File: config.mk
export PLATFORM = sky130hd
export DESIGN_NAME = wake_event_status_bank
export DESIGN_NICKNAME = d
export VERILOG_FILES = /design/src/include/wake_status_pkg.sv /design/src/rtl/wake_status_reg.sv /design/src/rtl/wake_event_status_bank.sv
export SDC_FILE = /design/constraint.sdc
export NUM_CORES = 1
export LEC_CHECK = 0
export BUFFER_PORTS_ARGS = -buffer_cell sky130_fd_sc_hd__clkbuf_2
export CORE_MARGIN = 3
export CORE_UTILIZATION = 53
export CTS_CLUSTER_SIZE = 10
export DETAILED_ROUTE_END_ITERATION = 12
export PLACE_DENSITY_LB_ADDON = 0.12
export SETUP_SLACK_MARGIN = 0.02
export SYNTH_ARGS = -nofsm -noshare
export SYNTH_HDL_FRONTEND = slang
export SYNTH_SLANG_ARGS = --single-unit
File: constraint.sdc
create_clock -name ref_clk -period 1.6 [get_ports ref_clk]
set_clock_uncertainty 0.15 [all_clocks]
set_input_delay 0.24 -clock ref_clk [delete_from_list [all_inputs] [get_ports ref_clk]]
set_output_delay 0.24 -clock ref_clk [all_outputs]
set_load 0.1 [all_outputs]
File: src/include/wake_status_pkg.sv
// constants shared by the wake event status bank
package wake_status_pkg;
  localparam int          DATA_W          = 8;
  localparam int          ADDR_W          = 8;
  localparam int          NUM_REGS        = 4;
  localparam logic [7:0]  OFFS_GROUP1     = 8'h05;
  localparam logic [7:0]  OFFS_GROUP2     = 8'h06;
  localparam logic [7:0]  OFFS_GROUP3_MIX = 8'h07;
  localparam logic [7:0]  OFFS_GROUP5     = 8'h08;
  localparam logic [7:0]  STATUS_RESET    = 8'h00;
  localparam logic [7:0]  UNMAPPED_READ   = 8'h00;
  localparam int          DEVIRQ_BIT      = 3;
  typedef logic [DATA_W-1:0] byte_t;
endpackage

File: src/rtl/wake_status_reg.sv
// one eight-bit sticky wake status register, write one to clear
`timescale 1ns/1ps
module wake_status_reg
  import wake_status_pkg::*;
(
  // clock and standby reset
  input  wire logic              ref_clk,
  input  wire logic              standbyPorReset,
  // event and clear
  input  wire logic [DATA_W-1:0] eventPulse,
  input  wire logic              clearStrobe,
  input  wire logic [DATA_W-1:0] clearData,
  // state
  output logic      [DATA_W-1:0] status
);
  typedef struct packed {
    logic [DATA_W-1:0] bits;
  } state_s;

  state_s st;
  state_s next_st;

  always_comb begin
    next_st = st;
    if (clearStrobe) begin
      next_st.bits = st.bits & ~clearData;
    end
    // set wins over clear in the same cycle
    next_st.bits = next_st.bits | eventPulse;
  end

  always_ff @(posedge ref_clk) begin
    if (standbyPorReset) begin
      st <= '{bits: STATUS_RESET};
    end else begin
      st <= next_st;
    end
  end

  assign status = st.bits;
endmodule

File: src/rtl/wake_event_status_bank.sv
// wake event status bank: four sticky registers and wake output join
`timescale 1ns/1ps

module wake_event_status_bank (
  // clock and resets
  input  wire logic                          ref_clk,
  input  wire logic                          reset,
  input  wire logic                          mainSupplyReset,
  input  wire logic                          softReset,
  input  wire logic                          hardReset,
  // register port
  input  wire logic [wake_status_pkg::ADDR_W-1:0] regAddr,
  input  wire logic                          regWrite,
  input  wire logic                          regRead,
  input  wire logic [wake_status_pkg::DATA_W-1:0] regWriteData,
  output logic      [wake_status_pkg::DATA_W-1:0] regReadData,
  // wake sources, asynchronous pins
  input  wire logic [7:0]                    pinGroup1,
  input  wire logic [7:0]                    pinGroup2,
  input  wire logic [3:0]                    pinGroup3,
  input  wire logic                          pinG4L1,
  input  wire logic                          pinG4L3,
  input  wire logic [1:0]                    pinG6,
  input  wire logic [7:0]                    pinGroup5,
  input  wire logic                          groupedDeviceIrqStatus,
  // enables from the enable registers
  input  wire logic [31:0]                   sourceEnable,
  input  wire logic                          globalWakeEnable,
  // wake output, active low
  output logic                               wakeOutput_n
);
  import wake_status_pkg::*;

  localparam int NSRC = NUM_REGS * DATA_W;

  typedef struct packed {
    // pin synchroniser, first and second flop
    logic [NSRC-1:0] syncA;
    logic [NSRC-1:0] syncB;
    // edge detect history
    logic [NSRC-1:0] prev;
    // registered read data and wake level
    byte_t           readData;
    logic            wake_n;
  } state_s;

  // standby reset image; every field named so nothing is left unknown
  localparam state_s ST_RESET = '{
    syncA:    '0,
    syncB:    '0,
    prev:     '0,
    readData: STATUS_RESET,
    wake_n:   1'b1
  };

  state_s st;
  state_s next_st;

  // raw, edge, stored and armed views of all sources
  logic [NSRC-1:0]     rawSrc;
  logic [NSRC-1:0]     eventVec;
  logic [NSRC-1:0]     statusVec;
  logic [NSRC-1:0]     armedVec;
  // per-register slices
  byte_t               eventGroup1;
  byte_t               eventGroup2;
  byte_t               eventGroup3Mix;
  byte_t               eventGroup5;
  byte_t               statusGroup1;
  byte_t               statusGroup2;
  byte_t               statusGroup3Mix;
  byte_t               statusGroup5;
  // register decode, readback and wake join
  logic [NUM_REGS-1:0] addrHit;
  logic [NUM_REGS-1:0] clearSel;
  byte_t               readMux;
  logic [NUM_REGS-1:0] regWakeReq;
  logic                anyWakeReq;

  // source order within each register
  always_comb begin
    // offset 05: group 1 lines 0 to 7
    rawSrc[0]  = pinGroup1[0];
    rawSrc[1]  = pinGroup1[1];
    rawSrc[2]  = pinGroup1[2];
    rawSrc[3]  = pinGroup1[3];
    rawSrc[4]  = pinGroup1[4];
    rawSrc[5]  = pinGroup1[5];
    rawSrc[6]  = pinGroup1[6];
    rawSrc[7]  = pinGroup1[7];

    // offset 06: group 2 with the device irq in bit 3
    // group 2 line 3 is not a wake source and stays unread
    rawSrc[8]  = pinGroup2[0];
    rawSrc[9]  = pinGroup2[1];
    rawSrc[10] = pinGroup2[2];
    rawSrc[11] = groupedDeviceIrqStatus;
    rawSrc[12] = pinGroup2[4];
    rawSrc[13] = pinGroup2[5];
    rawSrc[14] = pinGroup2[6];
    rawSrc[15] = pinGroup2[7];

    // offset 07: group 3 lines 0-3, group 4 l1/l3, group 6 l0/l1
    rawSrc[16] = pinGroup3[0];
    rawSrc[17] = pinGroup3[1];
    rawSrc[18] = pinGroup3[2];
    rawSrc[19] = pinGroup3[3];
    rawSrc[20] = pinG4L1;
    rawSrc[21] = pinG4L3;
    rawSrc[22] = pinG6[0];
    rawSrc[23] = pinG6[1];

    // offset 08: group 5 lines 0 to 7
    rawSrc[24] = pinGroup5[0];
    rawSrc[25] = pinGroup5[1];
    rawSrc[26] = pinGroup5[2];
    rawSrc[27] = pinGroup5[3];
    rawSrc[28] = pinGroup5[4];
    rawSrc[29] = pinGroup5[5];
    rawSrc[30] = pinGroup5[6];
    rawSrc[31] = pinGroup5[7];
  end

  // a rising edge of a synchronised level is the wake event;
  // a level held through standby reset still counts once
  assign eventVec = st.syncB & ~st.prev;

  assign eventGroup1    = eventVec[7:0];
  assign eventGroup2    = eventVec[15:8];
  assign eventGroup3Mix = eventVec[23:16];
  assign eventGroup5    = eventVec[31:24];

  // one-hot register select shared by reads and writes
  always_comb begin
    addrHit = '0;
    if (regAddr == OFFS_GROUP1) begin
      addrHit[0] = 1'b1;
    end else if (regAddr == OFFS_GROUP2) begin
      addrHit[1] = 1'b1;
    end else if (regAddr == OFFS_GROUP3_MIX) begin
      addrHit[2] = 1'b1;
    end else if (regAddr == OFFS_GROUP5) begin
      addrHit[3] = 1'b1;
    end
  end

  // unmapped writes select nothing and are dropped
  always_comb begin
    clearSel = '0;
    if (regWrite) begin
      clearSel = addrHit;
    end
  end

  // host-side resets are left out on purpose: status must outlive them
  // offset 05
  wake_status_reg uGroup1 (
    .ref_clk         (ref_clk),
    .standbyPorReset (reset),
    .eventPulse      (eventGroup1),
    .clearStrobe     (clearSel[0]),
    .clearData       (regWriteData),
    .status          (statusGroup1)
  );

  // offset 06
  wake_status_reg uGroup2 (
    .ref_clk         (ref_clk),
    .standbyPorReset (reset),
    .eventPulse      (eventGroup2),
    .clearStrobe     (clearSel[1]),
    .clearData       (regWriteData),
    .status          (statusGroup2)
  );

  // offset 07
  wake_status_reg uGroup3Mix (
    .ref_clk         (ref_clk),
    .standbyPorReset (reset),
    .eventPulse      (eventGroup3Mix),
    .clearStrobe     (clearSel[2]),
    .clearData       (regWriteData),
    .status          (statusGroup3Mix)
  );

  // offset 08
  wake_status_reg uGroup5 (
    .ref_clk         (ref_clk),
    .standbyPorReset (reset),
    .eventPulse      (eventGroup5),
    .clearStrobe     (clearSel[3]),
    .clearData       (regWriteData),
    .status          (statusGroup5)
  );

  assign statusVec = {statusGroup5, statusGroup3Mix,
                      statusGroup2, statusGroup1};

  // a set bit only arms the wake output when its own enable is on
  always_comb begin
    // offset 05
    armedVec[0]  = statusVec[0]  & sourceEnable[0];
    armedVec[1]  = statusVec[1]  & sourceEnable[1];
    armedVec[2]  = statusVec[2]  & sourceEnable[2];
    armedVec[3]  = statusVec[3]  & sourceEnable[3];
    armedVec[4]  = statusVec[4]  & sourceEnable[4];
    armedVec[5]  = statusVec[5]  & sourceEnable[5];
    armedVec[6]  = statusVec[6]  & sourceEnable[6];
    armedVec[7]  = statusVec[7]  & sourceEnable[7];

    // offset 06
    armedVec[8]  = statusVec[8]  & sourceEnable[8];
    armedVec[9]  = statusVec[9]  & sourceEnable[9];
    armedVec[10] = statusVec[10] & sourceEnable[10];
    armedVec[11] = statusVec[11] & sourceEnable[11];
    armedVec[12] = statusVec[12] & sourceEnable[12];
    armedVec[13] = statusVec[13] & sourceEnable[13];
    armedVec[14] = statusVec[14] & sourceEnable[14];
    armedVec[15] = statusVec[15] & sourceEnable[15];

    // offset 07
    armedVec[16] = statusVec[16] & sourceEnable[16];
    armedVec[17] = statusVec[17] & sourceEnable[17];
    armedVec[18] = statusVec[18] & sourceEnable[18];
    armedVec[19] = statusVec[19] & sourceEnable[19];
    armedVec[20] = statusVec[20] & sourceEnable[20];
    armedVec[21] = statusVec[21] & sourceEnable[21];
    armedVec[22] = statusVec[22] & sourceEnable[22];
    armedVec[23] = statusVec[23] & sourceEnable[23];

    // offset 08
    armedVec[24] = statusVec[24] & sourceEnable[24];
    armedVec[25] = statusVec[25] & sourceEnable[25];
    armedVec[26] = statusVec[26] & sourceEnable[26];
    armedVec[27] = statusVec[27] & sourceEnable[27];
    armedVec[28] = statusVec[28] & sourceEnable[28];
    armedVec[29] = statusVec[29] & sourceEnable[29];
    armedVec[30] = statusVec[30] & sourceEnable[30];
    armedVec[31] = statusVec[31] & sourceEnable[31];
  end

  assign regWakeReq[0] = |armedVec[7:0];
  assign regWakeReq[1] = |armedVec[15:8];
  assign regWakeReq[2] = |armedVec[23:16];
  assign regWakeReq[3] = |armedVec[31:24];
  assign anyWakeReq    = |regWakeReq;

  // readback select; unmapped offsets read as zero
  always_comb begin
    readMux = UNMAPPED_READ;
    if (addrHit[0]) begin
      readMux = statusGroup1;
    end else if (addrHit[1]) begin
      readMux = statusGroup2;
    end else if (addrHit[2]) begin
      readMux = statusGroup3Mix;
    end else if (addrHit[3]) begin
      readMux = statusGroup5;
    end
  end

  always_comb begin
    next_st = st;
    // two flops before any logic reads a pin, then the history flop
    next_st.syncA[7:0]   = rawSrc[7:0];
    next_st.syncB[7:0]   = st.syncA[7:0];
    next_st.prev[7:0]    = st.syncB[7:0];
    next_st.syncA[15:8]  = rawSrc[15:8];
    next_st.syncB[15:8]  = st.syncA[15:8];
    next_st.prev[15:8]   = st.syncB[15:8];
    next_st.syncA[23:16] = rawSrc[23:16];
    next_st.syncB[23:16] = st.syncA[23:16];
    next_st.prev[23:16]  = st.syncB[23:16];
    next_st.syncA[31:24] = rawSrc[31:24];
    next_st.syncB[31:24] = st.syncA[31:24];
    next_st.prev[31:24]  = st.syncB[31:24];
    // reads only sample, never modify status
    if (regRead) begin
      next_st.readData = readMux;
    end
    // global gate applied last, after per-source arming
    next_st.wake_n = ~(globalWakeEnable & anyWakeReq);
  end

  // host-side resets leave this state alone as well
  always_ff @(posedge ref_clk) begin
    if (reset) begin
      st <= ST_RESET;
    end else begin
      st <= next_st;
    end
  end

  assign regReadData  = st.readData;
  assign wakeOutput_n = st.wake_n;
endmodule

# Yosys cells after proc, flatten, opt, wreduce, memory -nomap -nowiden
# Index checks and enable logic that the tools add are counted.
op_classes:
  shifts: 0
  div: 0
  muxes: 16
  addsub: 0
  n_lt_le_gt_ge: 0
  n_reduce_logical: 1
  bitwise: 45
  mul: 0
  eq_ne: 4
ops:
  columns: ["op", "count"]
  rows:
  - ["$mux W8", 8]
  - ["$and A1 B1 Y1", 33]
  - ["$and A32 B32 Y32", 1]
  - ["$and A8 B8 Y8", 4]
  - ["$not A32 Y32", 1]
  - ["$or A8 B8 Y8", 4]
  - ["$reduce_or A32 Y1", 1]
  - ["$eq A8 B3 Y1 const B", 3]
  - ["$eq A8 B4 Y1 const B", 1]
  - ["$not A8 Y8", 1]
  - ["$mux W1", 5]
  - ["$mux W4", 1]
  - ["$mux W3", 1]
  - ["$mux W2", 1]
  - ["$not A1 Y1", 1]
word_totals:
  mem_bits_ro: 0
  wordCells: 75
  ramBits: 0
  output_inout_bits: 9
  regBits: 137
  in_bits: 89
  memories: 0
  latchBits: 0

# Longest topological paths before layout
logic_depth:
  ltp_word: 9
  mapped_depth: 5
  mapped_depth_nobuf: 4

# Modules after synthesis
# Synthesis repeated with hierarchy kept, for this count alone.
hier_totals:
  cells_unflattened: 477
  hier_area_um2: 5059.9
by_module_without_submodules:
  columns: ["mod", "seq_area_each_um2", "cells_each", "area_per_inst_um2", "instances"]
  rows:
  - ["wake_event_status_bank", 2102.0, 341, 3608.5, 1]
  - ["wake_status_reg", 160.2, 34, 362.8, 4]

# Worst setup path after synthesis
# OpenSTA, ideal clock, no wires.
synth_timing:
  path_kind: "in2reg"
  startpoint: "input port regAddr[0] in the netlist's numbering"
  endpoint: "register uGroup5.st, in the netlist uGroup5.status[7]"
  required_time_ns: 1.319
  setup_time_ns: 0.131
  n_path_buf: 0
  slack_ns: 0.224
  stages: 4
  arrival_ns: 1.095
  cell_sequence: "nor4b_4 > nand2_1 > o21ai_0 > a21oi_1"
synth_between:
  elab_chain_cells: 8
  elab_cells_between_ends: 11
  cone_classes: "eq/ne: 4; mux: 6; bitwise: 1"
synth_lines:
  columns: ["item", "line", "rtl"]
  rows:
  - ["start: declaration", "wake_event_status_bank.sv:12", "input wire logic [wake_status_pkg::ADDR_W-1:0] regAddr,"]
  - ["$eq A8 B4 Y1", "wake_event_status_bank.sv:142", "end else if (regAddr == OFFS_GROUP5) begin"]
  - ["$mux W1", "wake_event_status_bank.sv:142", null]
  - ["$mux W1", "wake_event_status_bank.sv:140", "end else if (regAddr == OFFS_GROUP3_MIX) begin"]
  - ["$mux W2", "wake_event_status_bank.sv:138", "end else if (regAddr == OFFS_GROUP2) begin"]
  - ["$mux W3 (*)", "wake_event_status_bank.sv:136", "if (regAddr == OFFS_GROUP1) begin"]
  - ["$mux W4 (*)", "wake_event_status_bank.sv:150", "if (regWrite) begin"]
  - ["$mux W8 (*)", "wake_status_reg.sv:25", "if (clearStrobe) begin"]
  - ["$or A8 B8 Y8 (*)", "wake_status_reg.sv:29", "next_st.bits = next_st.bits | eventPulse;"]
  - ["end signal: assignment", "wake_status_reg.sv:34", "st <= '{bits: STATUS_RESET};"]
  - ["end signal: assignment", "wake_status_reg.sv:36", "st <= next_st;"]
  - ["end: declaration", "wake_status_reg.sv:20", "state_s st;"]
# Mark *: on every way between the ends. The rest lies on a longest branch, timed or not.
# A chain may end at the register's enable or synchronous reset.

# Final worst setup path
layout_timing:
  startpoint: "register st, in the netlist regReadData[1]"
  endpoint: "output port regReadData[1] in the netlist's numbering"
layout_rtl:
  columns: ["item", "line", "rtl"]
  rows:
  - ["start: declaration", "wake_event_status_bank.sv:56", "state_s st;"]
  - ["start signal: assignment", "wake_event_status_bank.sv:290", "st <= next_st;"]
  - ["end: declaration", "wake_event_status_bank.sv:16", "output logic [wake_status_pkg::DATA_W-1:0] regReadData,"]
# No word-level cell between the ends.

==> summary.md <==
| Metric | Value |
|---|---|
| Outcome | `finished, final reports clean` |
| Clock period minus worst slack | `1.54 ns` |
| Via/cell ratio | `5.07` |
| Highest-delay cell along the critical path | `dfxtp_1` |
| Final Max Tran Viols | `0` |
| Setup TNS | `0 ns` |
| Unrepaired setup endpoints after global routing | `no` |
| Sw Ratio | `24.7%` |
| CP arrival | `1.15 ns` |
| Worst relative slew slack | `63.3%` |
| CP peak stage delay | `0.34 ns` |
| Period utilization | `96.4%` |
| Avg Cell Area, Syn | `10.1 um2` |
| Crit path required time | `1.21 ns` |
| Element type at the critical path start | `register` |
| H-tree levels | `4` |
| Gate power share | `6.8%` |
| Die height | `99.0 um` |
| DR vias | `3,598` |
| GR Overflow Total | `0` |
| Pre-CTS setup slack | `-0.106 ns` |
| CTS sink cnt | `137` |
| # port buffers | `93` |
| P&R area growth vs syn | `34.4%` |
| Clk Latency, worst-skew pair | `0.52 ns` |
| Clk slew on worst S/H paths | `0.06 ns` |
| Cell chain of the critical path | `buf_4` |
| Setup ws final | `0.0570 ns` |
| Hold Crit Class | `in2reg` |
| Initial antenna violation count | `1` |
| CP bufs+invs | `1` |
| Seq pwr share | `46.8%` |
| Initial drt markers | `120` |
| Core area | `0.00830 mm2` |
| Wire per inst | `15.4 um` |
| First-pass GRT wire length | `17,500 um` |
| Synth Instances | `454` |
| Flops & latches, synth | `137` |
| Sequential share of the synthesized area | `59.9%` |
| Worst slew pin tran | `0.549 ns` |
| Root buffer cell | `clkbuf_8` |
| Cell Rows | `33` |
| Int Pwr | `5.84 mW` |
| Worst Path Max Fanout | `2` |
| GRT Util Overall | `23.5%` |
| Static leakage power | `2.52 nW` |
| VDD IR max | `0.000851 V` |
| Ratio of cells with drive above 1 in the final layout | `23.8%` |
| Die ar. | `0.00979 mm2` |
| ANT cells | `0` |
| Initial core utilization | `55.2%` |
| First-pass DRT Iterations | `4` |
| CTS tree | `done` |
| Pin count of the biggest net entering global routing | `92` |
| Sw Pwr | `1.92 mW` |
| Critical path's top delay family | `flip-flops` |
| Final hold viol count | `0` |
| Commonest non-fill, non-tap cell in the layout | `dfxtp_1` |
| Cell Area, Synth | `0.00458 mm2` |
| Max Cap Violations | `0` |
| Power share of the clock group | `46.4%` |
| CTS Buf Count | `17` |
| Total wire length | `10,900 um` |
| CTS Buffer Depth | `2` |
| DRC errors left | `0` |
| Synth unique cells | `20` |
| Vias in the first global route | `3,579` |
| Layout fillers | `609` |
| ANT nets after route | `0` |
| Final Wtd Congestion | `0.890` |
| Post-Syn Nets | `543` |
| Fin nets | `681` |
| PwrDens | `1260 mW/mm2` |
| Hpwl dp | `7390 um` |
| Final core occ | `74.1%` |
| Chip width | `99.0 um` |
| # IOs | `98` |
| Worst Path Class, Setup | `reg2out` |
| Setup Viol. Count Final | `0` |
| Synth warn | `0` |
| Most frequent cells in the layout | `dfxtp_1, nor2b_1, clkbuf_2` |
| Fmax | `648 MHz` |
| Worst setup EP type | `output pin` |
## routing by layer
metal	wire length [um]	track usage, %	share of wire, %	vias to the layer above
li1	-	-	-	1794
met1	4660	28.7	43	1674
met2	5380	38.9	49	115
met3	734	7.50	6.7	13
met4	126	8.72	1.2	2
met5	13	0	0.12	-
## registers in the layout, summed over array words and instances, names as in the netlist
signal             cells
wakeOutput_n           1
uGroup1.status         8
regReadData            8
uGroup3Mix.status      8
next_st               64
uGroup2.status         8
st                    32
uGroup5.status         8
## power groups by stage
stage | clock, mW | combinational (mW) | sequential [mW]
after detailed placement | 0 | 0.454 | 3.70
after global routing | 3.81 | 0.587 | 3.64
final | 3.61 | 0.527 | 3.63
after global placement | 0 | 0.444 | 3.70
after CTS | 3.64 | 0.527 | 3.63
after floorplan | 0 | 0.244 | 3.68
## cell usage after synthesis
cell type  count  share of area [%]
dfxtp_1      137                 60
nor2b_1       97                 13
o21ai_0       48                5.2
a21oi_1       40                4.4
nand2b_1      33                4.5
nand2_1       26                2.1
a22oi_1       16                2.6
clkbuf_1      14                1.1
nor2_1         9               0.74
buf_4          8                1.3
o31a_1         8                1.5
nand4_1        5               0.68
buf_2          3               0.33
nand4b_1       3               0.57
buf_1          2               0.16
and3b_1        1               0.19
nand3b_1       1               0.16
nor4_4         1               0.46
nor4b_4        1               0.52
or4_1          1               0.16
## area by class of cell
| class | instances | area (um2) | area share (%) |
|---|---|---|---|
| sequential | 137 | 2740 | 44.6 |
| clock inverter | 14 | 130 | 2.11 |
| multi-input combinational | 290 | 1700 | 27.7 |
| clock buffer | 18 | 428 | 6.95 |
| tap | 105 | 131 | 2.14 |
| timing repair buffer | 146 | 1020 | 16.6 |
## what timing repair did
action	in CTS	in global routing
hold buffers	36	0
endpoints found under the setup margin	4	8
pin swaps	0	2
gates resized for setup	5	9
buffers inserted	0	0
endpoints found under the hold margin	45	0
## worst paths after layout
kind,from,endpoint,slack (ns),cells past startpoint
hold reg to reg,next_st[68],next_st[36],0.28,1
hold / removal,sourceEnable[21],wakeOutput_n,0.02,5
setup / recovery,regReadData[1],regReadData[1],0.06,1
setup reg to reg,uGroup1.status[6],wakeOutput_n,0.12,4
## logic make-up after synthesis
logic type	synth area share, %
compound gates	13.8
buf+inv	2.95
flops	59.9
simple gates	23.4
## worst min-delay path, cell delays in order
cell and delay, ns:
clkbuf_2 0.08, a22oi_1 0.05, nand4_1 0.08, or4_1 0.10, nand3b_1 0.07
## through the flow
step / hold WS [ns] / power, mW / instance area [um2] / cells
floorplan: 0.177 / 3.93 / 4580 / 454
global placement: 0.266 / 4.14 / 5200 / 642
detailed placement: 0.272 / 4.16 / 5200 / 642
CTS: 0.00244 / 7.79 / 6130 / 710
global route: 0.0302 / 8.04 / 6150 / 710
finish: 0.0172 / 7.76 / 6150 / 710
Note: power is estimated with default switching activity, not from simulation.
